<file path="src/ssc_pkg.sv">
// Purpose: shared constants, types and delay table of the slot sequencer
// Assumes: core clock of 40 MHz
// Notes: times kept in their own unit, cycle counts derived from them
// Operation
// - monitor code 1..12 picks slot 1..12, 0 none
// - enable code 1..12 picks slot 0..11, 0 none
// - fault timeout codes 37.5, 75, 150, 300 ms
// - bits 7..4 enable sense input pulldowns
// - retry code picks 20us up to 2.4s
// - recovery bit: 0 autoretry, 1 latch off
// - slew code picks 800 down to 100 V/s
// - deglitch code picks 2, 4, 8, 16 conversions
// - slot delays packed as consecutive 3-bit codes
// - slot 2 delay straddles first two registers
// - slot 5 delay straddles second and third
// - slot 10 delay straddles fourth and fifth
// - reverse bit: 0 simultaneous, 1 reverse power-down
// - delay code 0..7 picks 20us to 2.4s
// - slots ascend, outputs turn on after delay
// - slot monitors must pass within power-up timeout
// - reverse power-down steps from slot 11 down
package ssc_pkg;
	localparam int NCH = 12;
	localparam int CFG_N = 22;
	localparam int TK_W = 11;
	localparam int CYC_W = 17;
	localparam logic [7:0] CFG_BASE = 8'h4E;
	localparam logic [7:0] OFS_FLT_TMO = 8'h4E;
	localparam logic [7:0] OFS_RETRY = 8'h4F;
	localparam logic [7:0] OFS_DLY_A = 8'h50;
	localparam logic [7:0] OFS_DLY_B = 8'h51;
	localparam logic [7:0] OFS_DLY_C = 8'h52;
	localparam logic [7:0] OFS_DLY_D = 8'h53;
	localparam logic [7:0] OFS_DLY_E = 8'h54;
	localparam logic [7:0] OFS_MON = 8'h56;
	localparam logic [7:0] OFS_MON_END = 8'h5B;
	localparam logic [7:0] OFS_EN = 8'h5E;
	localparam logic [7:0] OFS_EN_END = 8'h63;
	localparam int IDX_FLT = int'(OFS_FLT_TMO - CFG_BASE);
	localparam int IDX_RETRY = int'(OFS_RETRY - CFG_BASE);
	localparam int IDX_DLY_A = int'(OFS_DLY_A - CFG_BASE);
	localparam int IDX_DLY_B = int'(OFS_DLY_B - CFG_BASE);
	localparam int IDX_DLY_C = int'(OFS_DLY_C - CFG_BASE);
	localparam int IDX_DLY_D = int'(OFS_DLY_D - CFG_BASE);
	localparam int IDX_DLY_E = int'(OFS_DLY_E - CFG_BASE);
	localparam int IDX_MON = int'(OFS_MON - CFG_BASE);
	localparam int IDX_EN = int'(OFS_EN - CFG_BASE);
	localparam int PU_TMO_LSB = 0;
	localparam int PD_TMO_LSB = 2;
	localparam int PULLDN_LSB = 4;
	localparam int RETRY_LSB = 0;
	localparam int RECOV_BIT = 3;
	localparam int SLEW_LSB = 4;
	localparam int DEGL_LSB = 6;
	localparam int REV_BIT = 4;
	localparam logic [7:0] REV_WMASK = 8'h1F;
	localparam logic [7:0] CFG_RST = 8'h00;
	localparam logic [3:0] CODE_MAX = 4'hC;
	localparam logic [3:0] SLOT_LAST = 4'hB;
	localparam logic [3:0] SLOT_MON_LAST = 4'hC;
	localparam logic [2:0] RETRY_GAP = 3'h6;
	localparam logic [2:0] RETRY_NEAR = 3'h5;
	localparam logic [2:0] TMO_BASE = 3'h2;
	localparam logic [4:0] DEGL_BASE = 5'h02;
	localparam int CLK_PERIOD_NS = 25;
	localparam int T_SHORT_NS = 20000;
	localparam int SHORT_CYC = T_SHORT_NS / CLK_PERIOD_NS;
	localparam int T_TICK_NS = 1250000;
	localparam int TICK_CYC_DFLT = T_TICK_NS / CLK_PERIOD_NS;
	localparam int TICK_US = T_TICK_NS / 1000;
	localparam int T_18750_US = 18750;
	localparam int T_37500_US = 37500;
	localparam int T_75_MS_US = 75000;
	localparam int T_150_MS_US = 150000;
	localparam int T_300_MS_US = 300000;
	localparam int T_600_MS_US = 600000;
	localparam int T_2400_MS_US = 2400000;

	typedef enum logic [2:0] {
		S_OFF = 3'h0,
		S_DLY = 3'h1,
		S_CHK = 3'h3,
		S_ON = 3'h2,
		S_DOWN = 3'h6,
		S_FAULT = 3'h7,
		S_LATCH = 3'h5
	} ssc_state_e;

	// code 0 is the short 20us delay, timed in plain cycles
	function automatic logic [TK_W-1:0] dly_ticks(input logic [2:0] code);
		unique case (code)
			3'h0: dly_ticks = '0;
			3'h1: dly_ticks = TK_W'(T_18750_US / TICK_US);
			3'h2: dly_ticks = TK_W'(T_37500_US / TICK_US);
			3'h3: dly_ticks = TK_W'(T_75_MS_US / TICK_US);
			3'h4: dly_ticks = TK_W'(T_150_MS_US / TICK_US);
			3'h5: dly_ticks = TK_W'(T_300_MS_US / TICK_US);
			3'h6: dly_ticks = TK_W'(T_600_MS_US / TICK_US);
			3'h7: dly_ticks = TK_W'(T_2400_MS_US / TICK_US);
		endcase
	endfunction
endpackage

</file>
<file path="src/ssc_tmr_if.sv">
// Purpose: start and expiry handshake between sequencer and its timer
// Assumes: one clock for both ends
// Notes: ticks unused when the short delay is selected
`timescale 1ns/100ps
`default_nettype none
interface ssc_tmr_if;
	logic start;
	logic short_sel;
	logic [ssc_pkg::TK_W-1:0] ticks;
	logic expired;
	modport seq (output start, output short_sel, output ticks, input expired);
	modport tmr (input start, input short_sel, input ticks, output expired);
endinterface
`default_nettype wire

</file>
<file path="src/ssc_timer.sv">
// Purpose: one-shot delay timer, short cycle count or 1.25 ms ticks
// Assumes: start is a one-cycle pulse
// Notes: a new start restarts the count and clears expiry
`timescale 1ns/100ps
`default_nettype none
module ssc_timer import ssc_pkg::*; #(
	parameter int unsigned TICK_CYC = TICK_CYC_DFLT
) (
	input wire logic core_clk,
	input wire logic srst,
	ssc_tmr_if.tmr t
);
	typedef struct packed {
		logic run;
		logic exp;
		logic [CYC_W-1:0] cyc;
		logic [TK_W-1:0] rem;
	} ssc_tmr_s;

	ssc_tmr_s q_reg, q_next;

	always_comb begin
		q_next = q_reg;
		if (t.start) begin
			q_next.run = 1'b1;
			q_next.exp = 1'b0;
			q_next.cyc = t.short_sel ? CYC_W'(SHORT_CYC - 1) : CYC_W'(TICK_CYC - 1);
			q_next.rem = t.short_sel ? '0 : t.ticks - 11'h001;
		end else if (q_reg.run) begin
			if (q_reg.cyc != '0) begin
				q_next.cyc = q_reg.cyc - 17'h00001;
			end else if (q_reg.rem != '0) begin
				q_next.rem = q_reg.rem - 11'h001;
				q_next.cyc = CYC_W'(TICK_CYC - 1);
			end else begin
				q_next.run = 1'b0;
				q_next.exp = 1'b1;
			end
		end
	end

	always_ff @(posedge core_clk) begin
		if (srst) begin
			q_reg <= '0;
		end else begin
			q_reg <= q_next;
		end
	end

	assign t.expired = q_reg.exp;
endmodule
`default_nettype wire

</file>
<file path="src/ssc_sequencer.sv">
// Purpose: slot power sequencer with its configuration registers
// Assumes: enable request and monitor levels are asynchronous pins
// Notes: writes are refused while a sequence is running
`timescale 1ns/100ps
`default_nettype none
module ssc_sequencer import ssc_pkg::*; #(
	parameter int unsigned TICK_CYC = TICK_CYC_DFLT
) (
	input wire logic core_clk,
	input wire logic srst,
	input wire logic cfg_wr_en,
	input wire logic cfg_rd_en,
	input wire logic [7:0] cfg_addr,
	input wire logic [7:0] cfg_wr_data,
	output logic [7:0] cfg_rd_data,
	output logic cfg_busy,
	input wire logic seq_enable,
	input wire logic [NCH-1:0] supply_monitor_input,
	output logic [NCH-1:0] enable_output,
	output logic [3:0] tracking_sense_pulldown_en,
	output logic [1:0] ramp_slew_code,
	output logic [4:0] fault_deglitch_conv,
	output logic [1:0] pd_timeout_code,
	output logic seq_fault,
	output logic power_good
);
	typedef struct packed {
		logic [1:0] en_sy;
		logic [NCH-1:0] mon_s1;
		logic [NCH-1:0] mon_s2;
		ssc_state_e st;
		logic [3:0] slot;
		logic fresh;
		logic [NCH-1:0] en_out;
		logic fault;
		logic pg;
		logic [7:0] rd;
		logic [CFG_N-1:0][7:0] cfg;
	} ssc_seq_s;

	ssc_seq_s r_reg, r_next;
	ssc_tmr_if tmr();
	logic [38:0] dly_vec;
	logic [2:0] dly_code;
	logic [2:0] t_code;
	logic [2:0] retry_code;
	logic [NCH-1:0] mon_in_slot;
	logic [NCH-1:0] en_in_slot;
	logic [NCH-1:0] en_unused;
	logic en_ok;
	logic mons_ok;
	logic rev_mode;
	logic latch_mode;
	logic busy;
	logic mapped;
	logic pd_req;
	logic [7:0] cfg_ofs;
	logic [4:0] cfg_idx;

	ssc_timer #(.TICK_CYC(TICK_CYC)) u_timer (
		.core_clk(core_clk),
		.srst(srst),
		.t(tmr.tmr)
	);

	// ----------------------------------------
	// configuration decode
	// ----------------------------------------
	assign dly_vec = {3'h0, r_reg.cfg[IDX_DLY_E][3:0], r_reg.cfg[IDX_DLY_D], r_reg.cfg[IDX_DLY_C],
		r_reg.cfg[IDX_DLY_B], r_reg.cfg[IDX_DLY_A]};
	assign dly_code = dly_vec[3 * r_reg.slot +: 3];
	assign retry_code = r_reg.cfg[IDX_RETRY][RETRY_LSB +: 3];
	assign rev_mode = r_reg.cfg[IDX_DLY_E][REV_BIT];
	assign latch_mode = r_reg.cfg[IDX_RETRY][RECOV_BIT];
	assign en_ok = r_reg.en_sy[1];
	assign busy = r_reg.st inside {S_DLY, S_CHK, S_DOWN};
	assign cfg_ofs = cfg_addr - CFG_BASE;
	assign cfg_idx = cfg_ofs[4:0];
	assign mapped = cfg_addr inside {[OFS_FLT_TMO:OFS_DLY_E], [OFS_MON:OFS_MON_END], [OFS_EN:OFS_EN_END]};

	// codes above 12 never match a slot, so they stay unassigned
	always_comb begin
		mon_in_slot = '0;
		en_in_slot = '0;
		en_unused = '0;
		for (int i = 0; i < NCH; i++) begin
			if (r_reg.cfg[IDX_MON + i / 2][4 * (i % 2) +: 4] == r_reg.slot && r_reg.slot != 4'h0) begin
				mon_in_slot[i] = 1'b1;
			end
			if (r_reg.cfg[IDX_EN + i / 2][4 * (i % 2) +: 4] == r_reg.slot + 4'h1 && r_reg.slot <= SLOT_LAST) begin
				en_in_slot[i] = 1'b1;
			end
			en_unused[i] = r_reg.cfg[IDX_EN + i / 2][4 * (i % 2) +: 4] > CODE_MAX;
		end
	end

	assign mons_ok = &(r_reg.mon_s2 | ~mon_in_slot);

	// ----------------------------------------
	// sequencer
	// ----------------------------------------
	always_comb begin
		r_next = r_reg;
		tmr.start = 1'b0;
		t_code = dly_code;
		pd_req = 1'b0;
		r_next.en_sy = {r_reg.en_sy[0], seq_enable};
		r_next.mon_s1 = supply_monitor_input;
		r_next.mon_s2 = r_reg.mon_s1;
		r_next.rd = 8'h00;
		if (cfg_rd_en && mapped) begin
			r_next.rd = r_reg.cfg[cfg_idx];
		end
		// a write mid-sequence would change timing under our feet
		if (cfg_wr_en && mapped && !busy) begin
			r_next.cfg[cfg_idx] = cfg_wr_data & ((cfg_addr == OFS_DLY_E) ? REV_WMASK : 8'hFF);
		end
		unique case (r_reg.st)
			S_OFF: begin
				r_next.slot = 4'h0;
				r_next.pg = 1'b0;
				if (en_ok) begin
					r_next.st = S_DLY;
					r_next.fault = 1'b0;
					// slot may still hold the faulted slot after a retry
					t_code = dly_vec[2:0];
					tmr.start = 1'b1;
				end
			end
			S_DLY: begin
				if (!en_ok) begin
					pd_req = 1'b1;
				end else if (tmr.expired) begin
					r_next.en_out = r_reg.en_out | en_in_slot;
					r_next.slot = r_reg.slot + 4'h1;
					r_next.st = S_CHK;
					tmr.start = 1'b1;
					t_code = TMO_BASE + {1'b0, r_reg.cfg[IDX_FLT][PU_TMO_LSB +: 2]};
				end
			end
			S_CHK: begin
				if (!en_ok) begin
					pd_req = 1'b1;
				end else if (mons_ok) begin
					if (r_reg.slot == SLOT_MON_LAST) begin
						r_next.st = S_ON;
						r_next.pg = 1'b1;
					end else begin
						r_next.st = S_DLY;
						tmr.start = 1'b1;
					end
				end else if (tmr.expired) begin
					r_next.st = S_FAULT;
					r_next.en_out = '0;
					r_next.fault = 1'b1;
					tmr.start = 1'b1;
					t_code = (retry_code == RETRY_GAP) ? RETRY_NEAR : retry_code;
				end
			end
			S_ON: begin
				if (!en_ok) begin
					pd_req = 1'b1;
				end
			end
			S_DOWN: begin
				if (r_reg.fresh) begin
					r_next.en_out = r_reg.en_out & ~en_in_slot;
					r_next.fresh = 1'b0;
					tmr.start = 1'b1;
				end else if (tmr.expired) begin
					if (r_reg.slot == 4'h0) begin
						r_next.st = S_OFF;
					end else begin
						r_next.slot = r_reg.slot - 4'h1;
						r_next.fresh = 1'b1;
					end
				end
			end
			S_FAULT: begin
				r_next.en_out = '0;
				if (latch_mode) begin
					r_next.st = S_LATCH;
				end else if (tmr.expired) begin
					r_next.st = S_OFF;
				end
			end
			S_LATCH: begin
				r_next.en_out = '0;
				if (!en_ok) begin
					r_next.st = S_OFF;
				end
			end
			default: begin
				r_next.st = S_OFF;
				r_next.en_out = '0;
			end
		endcase
		if (pd_req) begin
			r_next.pg = 1'b0;
			if (rev_mode) begin
				r_next.st = S_DOWN;
				r_next.slot = SLOT_LAST;
				r_next.fresh = 1'b1;
			end else begin
				r_next.st = S_OFF;
				r_next.slot = 4'h0;
				r_next.en_out = '0;
			end
		end
		tmr.short_sel = (t_code == 3'h0);
		tmr.ticks = dly_ticks(t_code);
	end

	always_ff @(posedge core_clk) begin
		if (srst) begin
			r_reg <= '0;
			r_reg.st <= S_OFF;
			r_reg.cfg <= {CFG_N{CFG_RST}};
		end else begin
			r_reg <= r_next;
		end
	end

	// ----------------------------------------
	// outputs
	// ----------------------------------------
	assign cfg_rd_data = r_reg.rd;
	assign cfg_busy = busy;
	assign enable_output = r_reg.en_out;
	assign seq_fault = r_reg.fault;
	assign power_good = r_reg.pg;
	assign tracking_sense_pulldown_en = r_reg.cfg[IDX_FLT][PULLDN_LSB +: 4];
	assign pd_timeout_code = r_reg.cfg[IDX_FLT][PD_TMO_LSB +: 2];
	assign ramp_slew_code = r_reg.cfg[IDX_RETRY][SLEW_LSB +: 2];
	assign fault_deglitch_conv = DEGL_BASE << r_reg.cfg[IDX_RETRY][DEGL_LSB +: 2];
endmodule
`default_nettype wire

</file>
<file path="config.mk">
export PLATFORM = sky130hd
export DESIGN_NAME = ssc_sequencer
export DESIGN_NICKNAME = d
export VERILOG_FILES = /design/src/ssc_pkg.sv /design/src/ssc_tmr_if.sv /design/src/ssc_timer.sv /design/src/ssc_sequencer.sv
export SDC_FILE = /design/constraint.sdc
export NUM_CORES = 1
export LEC_CHECK = 0
export BUFFER_PORTS_ARGS = -buffer_cell sky130_fd_sc_hd__buf_4
export CAP_MARGIN = 10
export CORE_UTILIZATION = 40
export CTS_CLUSTER_DIAMETER = 200
export DETAILED_ROUTE_END_ITERATION = 7
export RECOVER_POWER = 50
export SLEW_MARGIN = 15
export SYNTH_ARGS = -nofsm -noshare
export SYNTH_HDL_FRONTEND = slang
export SYNTH_HIERARCHICAL = 1
export SYNTH_SLANG_ARGS = --single-unit
</file>
<file path="constraint.sdc">
create_clock -name core_clk -period 3.9 [get_ports core_clk]
set_input_delay 1.17 -clock core_clk [delete_from_list [all_inputs] [get_ports core_clk]]
set_output_delay 1.17 -clock core_clk [all_outputs]
set_load 0.05 [all_outputs]
</file>
Yosys cells after proc, flatten, opt, wreduce, memory -nomap -nowiden. Memories as Yosys holds them, arrays and structs flattened. Index checks and enable logic that the tools add are counted.

Flip-flop bits (word level): 262. Latch bits: 0. Bits in writable memories: 0. Bits in read-only memories: 88. Input bits: 33. Output and inout port bits: 36. Memories kept: 1.

Memories: (no name shown) (words 8, bits a word 11, read ports 1, clocked after memory_dff 0, write ports 0, RTL line ssc_pkg.sv:91) `unique case (code)`.

$add $sub $neg: 7. Multiply operators: 1. Div/mod/pow operators: 0. Order comparisons: 9. Eq/ne operators: 52. Shifts and indexed selects: 2. Muxes and demuxes: 90. Bitwise logic cells: 9. Reduce and logical (&&, ||, !) cells: 58.

Operators by type and width (number): $bwmux 176 (1); $eq 4x4->1 (24); $mux 30 (2); $mux 12 (4); $pmux 12 s4 (1); $mux 3 (15); $bmux 8 s5 (1); $demux 8 s5 (1); $mux 1 (39); $shiftx 39x7->3 (1); $mux 8 (4); $logic_and 1x1->1 (31); $mux 28 (1); $mux 7 (4); $mux 13 (2); $ge 8x7->1 const B (3); $le 8x7->1 const B (3); $not 12->12 (2); $or 12x12->12 (2); $mux 11 (2); $sub 11x1->11 const B (2); $pmux 3 s7 (1); $mux 20 (1); $ne 3x3->1 const B (6); 48 further kinds (75).

Longest topological paths before layout. An unclocked memory read counts as a cell.

Word-level depth: 13. Mapped depth: 19. Depth with buffers taken out: 17.

By module. Netlist, hierarchy kept.

Modules (own cells, without submodules): ssc_sequencer (instances 1, cells an instance 1286, area each 12544.5 um^2); ssc_timer (instances 1, cells an instance 237, area each 1908.1 um^2).

Least setup slack after synthesis. No wires, ideal clock.

Kind: register to register. Start point: register r_reg[199] (netlist name). End point: register u_timer/q_reg[9] (netlist name). Data arrival time: 3.527 ns. Data required time: 3.777 ns. Path slack: 0.250 ns. Cell stages (with the launch flop): 17. Period minus slack after synthesis: 3.650 ns. Path through: dfxtp_1 > buf_6 > xor2_1 > nor3_1 > a22oi_2 > o311ai_1 > nor4_4 > nor3_4 > o32a_1 > o211ai_1 > ha_1 > mux2i_1 > nor4_1 > nand4_1 > xnor2_1 > a22oi_1 > o22ai_1.

Word-level cells in the longest chain between the ends: 13.

RTL lines: start: declaration (RTL line ssc_sequencer.sv:41) `ssc_seq_s r_reg, r_next;`; start signal: assignment (RTL line ssc_sequencer.sv:220) `r_reg <= r_next;`; parallel branches: the longest is 8 deep, another holds $mul 2x4->6; $pmux 3 s3 * (RTL line ssc_sequencer.sv:118) `unique case (r_reg.st)`; $mem_v2 8x11 *; net tmr.ticks (one bit) (RTL line ssc_tmr_if.sv:9) `logic [ssc_pkg::TK_W-1:0] ticks;`; $sub 11x1->11 * (RTL line ssc_timer.sv:28) `q_next.rem = t.short_sel ? '0 : t.ticks - 11'h001;`; $mux 11 * (RTL line ssc_timer.sv:28); $mux 30 * (RTL line ssc_timer.sv:24) `if (t.start) begin`; end signal: assignment (RTL line ssc_timer.sv:46) `q_reg <= q_next;`; end: declaration (RTL line ssc_timer.sv:20) `ssc_tmr_s q_reg, q_next;`.

Mark *: on every way through the listed nets, which the timed path passes. A chain may end at the register's enable or synchronous reset.

Final worst setup path.
Start point: register r_reg[204] (netlist name). End point: output port cfg_busy.

Word-level cells in the longest chain between the ends: 2.

RTL lines: $eq 3x1->1, or another cell as far along (RTL line ssc_sequencer.sv:76) `assign busy = r_reg.st inside {S_DLY, S_CHK, S_DOWN};`; $reduce_bool 3->1 * (RTL line ssc_sequencer.sv:76); end: declaration (RTL line ssc_sequencer.sv:16) `output logic cfg_busy,`.

Mark *: on every way between the ends. The rest lies on a longest branch, timed or not.

==> out/summary.txt <==
Status: complete, but fails checks
Violated checks: capacitance limit, slew limit
P_leak: 0.00723 uW
Core area: 0.0356 sq mm
Ports: 69
Most frequent cells in the layout: nor2_1, dfxtp_1, mux2i_1
Combinational cell fraction of total power: 11.4%
Critical R2R Launch: r_reg[201]$_SDFFE_PP0P_
First-pass GRT wire length: 62.7 mm
Design area: 0.0163 sq mm
Avg Cell Area, Syn: 9.49 sq um
Netlist cell types: 90
Reg2reg path depth: 18
Filler Cell Count: 3475
Placement row count: 69
FFs w/ async S/R, synth: 0%
Max-cap viol count: 1
CTS clk-pin slew, worst paths: 0.06 ns
Power per standard cell area: 393 mW/mm^2
Placed inst area: 0.0153 sq mm
Port bufs: 67
Initial antenna violation count: 1
Most common cell on crit path: buf_4
Critical Path RT: 2.73 ns
Sw frac: 26.6%
Total GRT Usage: 21.9%
Wire length per cell: 20.0 um
Worst Hold Class: reg -> reg
Detail Route Antenna Nets: 0
Slew @ Worst Pin: 2.29 ns
Register share of total power: 43.0%
Area Growth Syn to Fin: 12.7%
Clock tree root driver cell: clkbuf_16
Drc violations: 0
Crit-path cells: buf_4 > nor2b_1 > buf_4 > and2_0 > a21oi_1 > inv_1 > buf_4
Vias: 11400
GPL Wtd Cong: 0.928
Final nets: 1600
Crit Path Category: reg -> out
GRT overflow: 0
Mapped cell area: 0.0145 sq mm
Syn Nets: 1569
Setup WS pre-CTS: -0.0789 ns
PnR worst setup slack: 0.188 ns
RSZ-0062 raised after global routing: false
Placed cell count: 1982
Die W: 192 um
Num CTS Buffers: 30
Seq cells post-synth: 262
Achievable frequency: 269 MHz
Detail Placement HPWL: 28.3 mm
Critical path arrival: 2.54 ns
H-Tree Level Count: 1
DR pass1 iterations: 5
Synthesized instance count: 1523
Sw Pwr: 1700 uW
Crit-path max FO: 22
Tcrit/Tclk final: 95.2%
CTS tree: built
Worst flop-to-flop path endpoint: u_timer/q_reg[10]$_SDFFE_PP0P_
Post-Layout Cell Count: 2040
Die area: 0.0369 sq mm
Hold path startpoint: r_next[209]$_SDFF_PP0_
Max Slew Vio Count: 115
Final Skew: 0.0145 ns
Seq/Total Area, Yosys: 36.3%
Buf/Inv on CP: 4
Clk sinks: 262
Starting Density: 40.6%
Worst Setup Start Kind: register
Final Total Pwr: 6390 uW
Ys Warns: 6
Min Tclk post-route: 3.71 ns
Post-synth EDFFs: 0
Vias in the first global route: 10600
WHS Path Cells: 1
Clk pwr share: 45.7%
Worst VDD drop: 0.000351 V
Crit path max-delay cell type: a21oi_1
Crit. End Element: primary output
Final WL: 40.8 mm
Worst rel slew slack: -53.0%
Vias/cell: 5.59
Clk Latency, worst-skew pair: 0.57 ns
Share of cells above drive strength 1: 16.3%
DRT iter0 DRCs: 904
Top_reg_cell synth: dfxtp_1
Largest net degree at the start of global routing: 115
R2R setup slack: 0.23 ns
Die height: 192 um
CP top delay family: buffers and inverters
Setup TNS: 0 ns
Setup-failing EPs final: 0
Max FFs per register: 151
Slowest stage delay, CP: 0.49 ns
Internal power: 4700 uW
Clk buf depth: 3
Final Hold Vio Count: 0
Hold EP: r_reg[209]$_SDFF_PP0_
## synth_stat cells, drive strengths merged (6+ instances only)
cell	count	area share [%]
a211oi	9	0.47
a21boi	15	0.78
a21oi	48	1.7
a311oi	9	0.59
a31oi	13	0.56
and2	9	0.39
buf	68	3.4
clkbuf	68	1.8
dfxtp	262	36
ha	13	1.1
inv	20	0.52
mux2i	203	14
mux4	51	7.9
nand2	60	1.6
nand2b	9	0.39
nand3	33	1.9
nand4	10	0.61
nand4b	6	0.36
nor2	262	6.9
nor2b	41	1.8
nor3	25	1.0
nor3b	7	0.40
nor4	28	1.4
o21a	14	0.73
o21ai	29	1.0
o22ai	12	0.52
or4	10	0.56
xnor2	70	4.3
xor2	41	2.5
## logic make-up (layout without fill, tap and decap cells)
group / Yosys count / count (layout) / share of synthesized area [%]
buf+inv: 158 / 213 / 5.77
compound gates: 202 / 202 / 9.54
simple gates: 522 / 522 / 18.4
mux: 254 / 254 / 22.0
flops: 262 / 262 / 36.3
fa+ha+maj: 13 / 13 / 1.13
xor+xnor: 111 / 111 / 6.88
other cells: 1 / 2 / 0.0259
## per-layer routing
metal	track usage [%]	up-vias	routed length (um)
li1	-	5454	-
met1	29.9	5507	18400
met2	35.6	362	18900
met3	2.63	71	2120
met4	7.45	0	1310
met5	0	-	0
## through the flow
stage	hold slack (ns)	util, %
finish	0.433	45.8
detailed placement	0.421	43.1
global placement	0.420	43.1
floorplan	0.414	-
CTS	0.436	46.1
global route	0.445	45.8
## worst max-delay path by stage
stage	start	to	slack, ns	depth (start not counted)
floorplan	r_reg[199]$_SDFFE_PP0P_	u_timer/q_reg[9]$_SDFFE_PP0P_	0.25	16
global placement	r_reg[202]$_SDFFE_PP0P_	u_timer/q_reg[4]$_SDFFE_PP0P_	0.03	17
detailed placement	r_reg[202]$_SDFFE_PP0P_	u_timer/q_reg[4]$_SDFFE_PP0P_	-0.08	17
CTS	r_reg[201]$_SDFFE_PP0P_	u_timer/q_reg[4]$_SDFFE_PP0P_	0.03	18
global route	r_reg[200]$_SDFFE_PP0P_	u_timer/q_reg[10]$_SDFFE_PP0P_	0.01	17
finish	r_reg[204]$_SDFFE_PP0P_	cfg_busy	0.19	7
## power by group through the flow
stage | clock (uW) | sequential [uW] | combinational (uW)
after floorplan | 0 | 2790 | 511
after global placement | 0 | 2800 | 707
after detailed placement | 0 | 2810 | 711
after CTS | 2970 | 2750 | 716
after global routing | 3090 | 2750 | 782
final | 2920 | 2750 | 726
## what timing repair did
item,4_1_cts,5_1_grt
hold buffers,0,0
buffers inserted,1,0
resized for setup,4,20
setup endpoints to repair,7,21
pin swaps,1,4
## cell type report
class                   instances  area (sq um)  area share (%)
flip-flops and latches        262          5260            32.3
multi-input cells            1103          8430            51.8
repair buffers                135           903            5.55
inverters                      22          82.6           0.507
diodes                          1          2.50          0.0154
clock inverters                16           155           0.953
well taps                     461           577            3.54
clock buffers                  40           880            5.40
(Power assumes the default switching activity.)
